## config.mk

```make
export PLATFORM = sky130hd
export DESIGN_NAME = tci_ctrl
export DESIGN_NICKNAME = d
export VERILOG_FILES = /design/src/tci_pkg.sv /design/src/tci_bit_sampler.sv /design/src/tci_ctrl.sv
export SDC_FILE = /design/constraint.sdc
export NUM_CORES = 1
export LEC_CHECK = 0
export CAP_MARGIN = 20
export CORE_MARGIN = 5
export CORE_UTILIZATION = 60
export CTS_CLUSTER_SIZE = 40
export DETAILED_ROUTE_END_ITERATION = 6
export DONT_BUFFER_PORTS = 1
export PLACE_DENSITY = 0.74
export SLEW_MARGIN = 0
export SYNTH_ARGS = -nofsm -noshare
export SYNTH_HDL_FRONTEND = slang
export SYNTH_SLANG_ARGS = --single-unit
```

## constraint.sdc

```tcl
create_clock -name sys_clk -period 2.68 [get_ports sys_clk]
set_input_delay 0.134 -clock sys_clk [delete_from_list [all_inputs] [get_ports sys_clk]]
set_output_delay 0.134 -clock sys_clk [all_outputs]
set_load 0.1 [all_outputs]
```

## src/tci_pkg.sv

```systemverilog
// Package with constants and types for the test charge injection controller
package tci_pkg;
	// ==========================================================
	// Sizes
	localparam int          TCI_NUM_CH    = 18;
	localparam int          TCI_DAC_W     = 4;
	localparam int          TCI_BYTE_W    = 8;
	// ==========================================================
	// Addressing
	localparam logic [6:0]  TCI_DEV_ADDR  = 7'h2A;
	localparam logic [7:0]  TCI_REG_EN0   = 8'h00;
	localparam logic [7:0]  TCI_REG_EN1   = 8'h01;
	localparam logic [7:0]  TCI_REG_EN2   = 8'h02;
	localparam logic [7:0]  TCI_REG_DAC   = 8'h03;
	localparam logic [7:0]  TCI_REG_LAST  = 8'h03;
	// ==========================================================
	// Reset values
	localparam logic [17:0] TCI_EN_RST    = 18'h00000;
	localparam logic [3:0]  TCI_DAC_RST   = 4'h0;
	localparam logic [3:0]  TCI_BITCNT_RST = 4'h0;

	typedef enum logic [2:0] {
		TCI_IDLE,
		TCI_ADDR,
		TCI_ACK,
		TCI_DATA,
		TCI_IGNORE
	} tci_state_t;
endpackage

```

## src/tci_bit_sampler.sv

```systemverilog
// Two-wire line sampler with start, stop and clock-edge detection
`timescale 1ns/10ps
`default_nettype none
module tci_bit_sampler (
	// Clock and reset
	input  wire logic sys_clk,
	input  wire logic rstn,
	input  wire logic clk_en,
	// Serial lines
	input  wire logic scl_in,
	input  wire logic sda_in,
	// Events and data bit
	output logic      scl_rise,
	output logic      scl_fall,
	output logic      start_det,
	output logic      stop_det,
	output logic      sda_bit
);
	import tci_pkg::*;

	typedef struct packed {
		logic scl;
		logic sda;
	} tci_smp_t;

	tci_smp_t s_q;
	tci_smp_t s_d;

	always_comb begin
		s_d     = s_q;
		s_d.scl = scl_in;
		s_d.sda = sda_in;
	end

	always_ff @(posedge sys_clk) begin
		if (!rstn) begin
			s_q <= '{scl: 1'b1, sda: 1'b1};
		end else if (clk_en) begin
			s_q <= s_d;
		end
	end

	assign scl_rise  = clk_en & scl_in & ~s_q.scl;
	assign scl_fall  = clk_en & ~scl_in & s_q.scl;
	assign start_det = clk_en & scl_in & s_q.scl & s_q.sda & ~sda_in;
	assign stop_det  = clk_en & scl_in & s_q.scl & ~s_q.sda & sda_in;
	assign sda_bit   = sda_in;
endmodule
`default_nettype wire

```

## src/tci_ctrl.sv

```systemverilog
// Test charge injection controller: two-wire slave with channel enables and DAC code
`timescale 1ns/10ps
`default_nettype none
// Operation
// Each channel has its own enable bit; any subset may be selected.
// A 4-bit DAC code sets the injected charge size.
// Channel enables are written by a tester over a two-wire serial slave.
// The DAC code is written over that same two-wire interface.
// The system holds the test clock low in normal use, idling the logic.
// Eighteen channel enables, one per preamplifier channel.
// Disabled channels never get charge; enables clear at reset.
module tci_ctrl (
	// Clock and reset
	input  wire logic                             sys_clk,
	input  wire logic                             rstn,
	input  wire logic                             clk_en,
	// Two-wire serial
	input  wire logic                             scl_in,
	input  wire logic                             sda_in,
	output logic                                  sda_out,
	output logic                                  sda_oe,
	// Analog side
	output logic [tci_pkg::TCI_NUM_CH-1:0]        chan_inject_en,
	output logic [tci_pkg::TCI_DAC_W-1:0]         dac_code,
	// Status
	output logic                                  busy
);
	import tci_pkg::*;

	// ==========================================================
	// State
	typedef struct packed {
		tci_state_t             st;
		logic [3:0]             bitcnt;
		logic [7:0]             shreg;
		logic                   have_ptr;
		logic [7:0]             ptr;
		logic                   ack_drv;
		logic [TCI_NUM_CH-1:0]  en;
		logic [TCI_DAC_W-1:0]   dac;
	} tci_ctrl_t;

	tci_ctrl_t q;
	tci_ctrl_t d;

	logic scl_rise;
	logic scl_fall;
	logic start_det;
	logic stop_det;
	logic sda_bit;

	tci_bit_sampler u_smp (
		.sys_clk   (sys_clk),
		.rstn      (rstn),
		.clk_en    (clk_en),
		.scl_in    (scl_in),
		.sda_in    (sda_in),
		.scl_rise  (scl_rise),
		.scl_fall  (scl_fall),
		.start_det (start_det),
		.stop_det  (stop_det),
		.sda_bit   (sda_bit)
	);

	// ==========================================================
	// Next state
	always_comb begin
		d = q;
		if (start_det) begin
			d.st       = TCI_ADDR;
			d.bitcnt   = TCI_BITCNT_RST;
			d.have_ptr = 1'b0;
			d.ack_drv  = 1'b0;
		end else if (stop_det) begin
			d.st      = TCI_IDLE;
			d.ack_drv = 1'b0;
		end else begin
			case (q.st)
				TCI_IDLE: begin
					d.ack_drv = 1'b0;
				end
				TCI_ADDR, TCI_DATA: begin
					if (scl_rise) begin
						d.shreg  = {q.shreg[6:0], sda_bit};
						d.bitcnt = q.bitcnt + 4'h1;
					end
					if (scl_fall && q.bitcnt == 4'h8) begin
						d.bitcnt = TCI_BITCNT_RST;
						if (q.st == TCI_ADDR) begin
							// Answer only own write address
							if (q.shreg[7:1] == TCI_DEV_ADDR && !q.shreg[0]) begin
								d.ack_drv = 1'b1;
								d.st      = TCI_ACK;
							end else begin
								d.st = TCI_IGNORE;
							end
						end else if (!q.have_ptr) begin
							d.ptr      = q.shreg;
							d.have_ptr = 1'b1;
							d.ack_drv  = 1'b1;
							d.st       = TCI_ACK;
						end else begin
							// Per-channel enable bytes
							// DAC on same interface
							case (q.ptr)
								TCI_REG_EN0: d.en[7:0]   = q.shreg;
								TCI_REG_EN1: d.en[15:8]  = q.shreg;
								TCI_REG_EN2: d.en[17:16] = q.shreg[1:0];
								TCI_REG_DAC: d.dac       = q.shreg[3:0];
								default:     d.dac       = q.dac;
							endcase
							d.ptr     = (q.ptr == TCI_REG_LAST) ? TCI_REG_EN0 : q.ptr + 8'h01;
							d.ack_drv = (q.ptr <= TCI_REG_LAST);
							d.st      = TCI_ACK;
						end
					end
				end
				TCI_ACK: begin
					if (scl_fall) begin
						d.ack_drv = 1'b0;
						d.st      = TCI_DATA;
					end
				end
				TCI_IGNORE: begin
					d.ack_drv = 1'b0;
				end
				default: begin
					d.st = TCI_IDLE;
				end
			endcase
		end
	end

	// ==========================================================
	// Registers
	// Stalled clock enable freezes everything
	always_ff @(posedge sys_clk) begin
		if (!rstn) begin
			q.st       <= TCI_IDLE;
			q.bitcnt   <= TCI_BITCNT_RST;
			q.shreg    <= 8'h00;
			q.have_ptr <= 1'b0;
			q.ptr      <= TCI_REG_EN0;
			q.ack_drv  <= 1'b0;
			// Enables cleared at reset
			q.en       <= TCI_EN_RST;
			q.dac      <= TCI_DAC_RST;
		end else if (clk_en) begin
			q <= d;
		end
	end

	// ==========================================================
	// Outputs
	assign sda_out = 1'b0;
	assign sda_oe  = q.ack_drv;
	assign busy    = (q.st != TCI_IDLE) && (q.st != TCI_IGNORE);

	// One gate per channel
	// Disabled channels get no charge
	genvar g;
	generate
		for (g = 0; g < TCI_NUM_CH; g = g + 1) begin : g_ch
			assign chan_inject_en[g] = q.en[g];
		end
	endgenerate

	// Four-bit charge code
	assign dac_code = q.dac;
endmodule
`default_nettype wire

```

# Word level (Yosys, flattened, before mapping)
# Index checks and enable logic that the tools add are counted.
totals:
  ff_bits: 49
  inputBits: 5
  out_inout_bits: 25
  wordCells: 97
classes:
  add_sub_neg: 2
  order_cmp: 1
  n_eq_ne: 16
  mux: 27
  bitwise_logic: 16
  n_reduce_logical: 23
ops:
  columns: ["operator", "count"]
  rows:
  - ["$mux 22", 2]
  - ["$mux 21", 2]
  - ["$mux 32", 1]
  - ["$reduce_and 8->1", 4]
  - ["$mux 8", 3]
  - ["$mux 9", 2]
  - ["$eq 8x2->1 const B", 2]
  - ["$reduce_and 5->1", 3]
  - ["$mux 7", 2]
  - ["$mux 12", 1]
  - ["$mux 3", 4]
  - ["$and 1x1->1", 9]
  - ["$pmux 3 s3", 1]
  - ["$add 8x1->8 const B", 1]
  - ["$eq 8x1->1 const B", 1]
  - ["$le 8x2->1 const B", 1]
  - ["$logic_not 8->1", 1]
  - ["$ne 4x4->1 const B", 2]
  - ["$reduce_and 4->1", 2]
  - ["$eq 7x6->1 const B", 1]
  - ["$not 1->1", 7]
  - ["$eq 3x2->1 const B", 2]
  - ["$mux 1", 6]
  - ["$reduce_and 6->1", 1]
  - ["other kinds (18)", 24]

# Longest topological paths before layout
depth:
  ltp_word: 8
  depth_mapped: 8
  depth_no_buf: 6

# Cells and area by module
# From an unflattened synthesis, not the netlist that was laid out.
unflattened:
  hier_cells: 300
  area_unflattened_um2: 2590.0
by_module_without_submodules:
  columns: ["module", "n_inst", "cells_per_inst", "area_each_um2", "seq_area_each_um2"]
  rows:
  - ["tci_ctrl", 1, 287, 2462.4, 940.9]
  - ["tci_bit_sampler", 1, 13, 127.6, 40.0]

# Worst setup path after synthesis
# OpenSTA, ideal clock, no wires.
synth_timing:
  kind: "register to register"
  start: "register q[40] (netlist bit)"
  end: "register q (netlist bit chan_inject_en[8])"
  setup_time_ns: 0.072
  t_arrival_ns: 1.567
  path_slack_ns: 1.041
  stages_incl_launch_ff: 9
  period_less_slack_ns: 1.639
  cell_sequence: "dfxtp_1 > inv_1 > ha_1 > nand3b_1 > nor4_2 > buf_4 > and4_1 > buf_6 > mux2i_1"
synth_between:
  elab_chain_len: 3
synth_lines:
  columns: ["element", "line", "text"]
  rows:
  - ["from (decl)", "tci_ctrl.sv:43", "tci_ctrl_t q;"]
  - ["$eq 4x4->1", "tci_ctrl.sv:87", "if (scl_fall && q.bitcnt == 4'h8) begin"]
  - ["$logic_and 1x1->1", "tci_ctrl.sv:87", null]
  - ["$reduce_and 8->1 (no source line)", null, null]
# Every way passes these cells.
# A chain may end at the register's enable or synchronous reset.

# Worst setup path in the final report
layout_timing:
  start: "register q[40] (netlist bit)"
  end: "register q (netlist bit dac_code[0])"
# Same word-level chain as after synthesis.

==> summary.txt <==
Synth
  – Synth Area in Adders: 0.0287
  – Seq/Total Area, Yosys: 0.375
  – Top FF cell, synth: dfxtp_1
  – Post-synth EDFFs: 0
  – Gate Count Post-Synth: 294
  – Yosys cell types: 53
  – Mapped Avg Cell Area: about 9 um^2
  – Post-synth top area cell: dfxtp_1
  – Post-synthesis register bit count: 49
  – Synth Area in XOR/XNOR: 0.00335
  – Synth Area in Compound Gates: 0.146
  – Mux contribution to synthesized area: 0.126
  – Ys Warns: 0
  – Combinational family with the most area after synthesis: simple AND/OR/NAND/NOR gates
  – Area share of and/or/nand/nor cells after synthesis: 0.202
  – Ys async rst share: 0
  – Synth area leaders: dfxtp_1 (38%), mux2i_1 (13%), buf_4 (7.2%)
  – Syn_nets: 305
  – Top cell type's share of synthesized area: 0.375
  – Synth Cell Area: 0.00261 mm^2

Die
  – Die X: between 70 and 80 um
  – Vert. Die Dim: 76 um
  – I/O Pins: 30
  – Core area: 0.00429 mm^2
  – # rows: 24
  – DIE AREA: 0.00578 mm^2
  – Initial Util: 0.609

Layout
  – # diodes: 0
  – Layout cells sized above 1: 0.156
  – Filler cells: 357
  – Nets@finish: about 300
  – Final instance area: between 0.002 and 0.003 mm^2
  – Most frequent cells in the layout: dfxtp_1 (49), nand2_1 (43), mux2i_1 (33)
  – Area delta synth->final: 5.89%
  – Final std cells w/o fill: 346
  – Core Util, Final: 0.645
  – Most common cell after layout, fill and taps aside: dfxtp_1

Setup path
  – Crit Reg-Reg Startpoint: q[40]$_SDFFE_PN0P_
  – Worst r2r path cells: 7
  – Worst reg2reg setup slack: 0.72 ns
  – CP max FO: 10
  – Critical path's largest stage delay: 0.36 ns
  – Reg2reg end: dac_code[0]$_SDFFE_PN0P_
  – Cells along the critical path: inv_1, ha_1, nand3b_1, nor4_2, buf_4, and4_1, mux2i_1
  – Data arrival, critical path: 2.19 ns
  – Critical path type: flip-flop to flip-flop
  – Slowest cell on crit path: and4_1
  – Crit end category: flip-flop
  – Worst path required time: around 2.9 ns
  – CP startpoint kind: flip-flop

Routing
  – DRT antenna net count: 0
  – Drt wl/cell: roughly 16 um
  – 1st-pass router iterations: 4
  – Drt initial violations: 118
  – Drt via density: 5.83
  – Met3 routed WL: 287 um
  – Routed length on met2: roughly 2.5 mm
  – Vias: 2,016
  – Max layer used: met4
  – Overall routed net length: between 5 and 6 mm
  – M1 WL: 2.51 mm
  – DRC viols: 0

Flow run
  – Maxcap violations: 0

Global routing
  – GRT Util Overall: 0.197
  – Initial antenna violation count: 0
  – Largest net degree at the start of global routing: 33
  – Vias in the first global route: 1,952
  – First-pass GRT wire length: 9.56 mm
  – Grt total ovfl: 0

Min path
  – Worst hold start: rstn
  – Hold path depth: 2
  – Worst min-delay path class: primary input to flip-flop
  – Hold EP: chan_inject_en[7]$_SDFFE_PN0P_

Timing
  – Post-route minimum period: 1.96 ns
  – Fmax: just over 500 MHz
  – RSZ-0062 raised after global routing: false
  – Slew @ Worst Pin: ~0.53 ns
  – Final setup fails: 0
  – Fin crit share: 0.733
  – Slew margin rel.: 0.646
  – Worst Skew: 0.0126 ns
  – Accumulated negative setup slack: 0 ns
  – Final hold violations: 0
  – Fin. max-slew vios: 0

CTS
  – Num CTS Buffers: 5
  – Clk slew on worst S/H paths: ~0.090 ns
  – CTS Buffer Depth: 2
  – Setup bufs post-CTS: 0
  – CTS root buffer: clkbuf_8
  – Clock sink total: 49
  – Clk_lat worst skew: 0.30 ns
  – TritonCTS clock tree: yes
  – H-tree level count: 2

Placement
  – Placed Area: 0.00262 mm^2
  – Post-DP HPWL: 3.66 mm
  – PortBufs: 0
  – Post-Place Cells: 333
  – GPL Wtd Cong: 0.862

Power and ir drop
  – Switching Share: 0.235
  – P per Cell Area: 439 mW/mm^2
  – Max VDD drop: roughly 0.00023 V
  – Sequential power share: 0.603
  – Total power: 1.22 mW
  – Int Pwr: 929 uW
  – Gate power share: 0.039
  – Clock power frac: 0.358
  – Leak pwr: roughly 0.99 nW
  – Total net switching power: 286 uW

Run status
  – Run status: completed
==> metrics by stage <==
step / setup slack, ns / hold slack [ns]
2_1_floorplan: 1.04 / 0.260
3_3_place_gp: 0.761 / 0.213
3_5_place_dp: 0.740 / 0.218
4_1_cts: 0.712 / 0.0105
5_1_grt: 0.581 / 0.0178
6_report: 0.715 / 0.0101
==> registers in the layout, indices dropped and copies added, names as in the netlist <==
signal and cells:
q 24, chan_inject_en 18, sda_oe 1, u_smp.s_q 2, dac_code 4
==> timing repair <==
action	4_1_cts	5_1_grt
hold buffers	5	0
gates resized for setup	0	0
hold endpoints to repair	32	0
==> per-layer routing <==
layer | vias to the layer above | track usage
met3 | 14 | 0.0449
met1 | 937 | 0.264
met2 | 51 | 0.313
li1 | 1014 | -
met5 | - | 0
met4 | 0 | 0.0658
==> critical path, delay by kind of cell (launching register included) <==
family / cells / cell delay (ns)
flip-flops: 1 / 0.34
adder cells (fa/ha/maj): 1 / 0.16
multiplexers: 1 / 0.22
AND/OR/NAND/NOR: 3 / 0.85
buffers and inverters: 2 / 0.33
==> layout make-up <==
type                            count  area (um^2)  area share
Inverter                           14         52.6      0.0190
Tap cell                           52         65.1      0.0235
Timing Repair Buffer               31          255      0.0922
Clock inverter                      2         15.0     0.00542
Multi-Input combinational cell    192         1330       0.479
Sequential cell                    49          981       0.354
Clock buffer                        6         72.6      0.0262
==> power by group through the flow <==
stage          Sequential, mW  Clock (mW)  Combinational [mW]
2_1_floorplan           0.747           0              0.0399
3_3_place_gp            0.750           0              0.0300
3_5_place_dp            0.750           0              0.0302
4_1_cts                 0.733       0.440              0.0471
5_1_grt                 0.734       0.478              0.0518
6_report                0.733       0.436              0.0471
==> Yosys cell counts, types with 2 or more instances <==
library cell and number:
and3_1 3, a221oi_1 2, o22ai_1 6, a31oi_1 3, clkbuf_2 2, and3b_1 2, a31o_2 2, dfxtp_1 49
o221a_2 2, ha_1 6, nand2_1 43, a211oi_1 6, nor3_1 2, nor4_1 2, nor4_2 2, o21ai_0 6
nand2b_1 2, nand3b_1 2, and4_1 6, mux2i_1 33, a21oi_1 12, o32a_1 2, buf_4 25, o31ai_1 2
nand3_1 4, o211ai_1 2, clkbuf_1 7, nor2b_1 3, and2_1 4, nor2_1 15, inv_1 13, buf_2 3
==> logic make-up (layout without fill, tap and decap cells) <==
logic type      after synthesis  in the layout
xor+xnor                      1              1
flops                        49             49
other cells                   1              1
mux                          33             33
buf+inv                      53             53
simple gates                 97             97
fa+ha+maj                     6              6
compound gates               54             54
==> worst max path at each step <==
stage                             startpoint                         endpoint  slack [ns]
after floorplan           q[40]$_SDFFE_PN0P_   chan_inject_en[8]$_SDFFE_PN0P_        1.04
after global placement    q[40]$_SDFFE_PN0P_         dac_code[0]$_SDFFE_PN0P_        0.76
after detailed placement  q[40]$_SDFFE_PN0P_         dac_code[1]$_SDFFE_PN0P_        0.74
after CTS                 q[40]$_SDFFE_PN0P_         dac_code[0]$_SDFFE_PN0P_        0.71
after global routing      q[40]$_SDFFE_PN0P_  chan_inject_en[14]$_SDFFE_PN0P_        0.58
final                     q[40]$_SDFFE_PN0P_         dac_code[0]$_SDFFE_PN0P_        0.72
(Power assumes the default switching activity.)
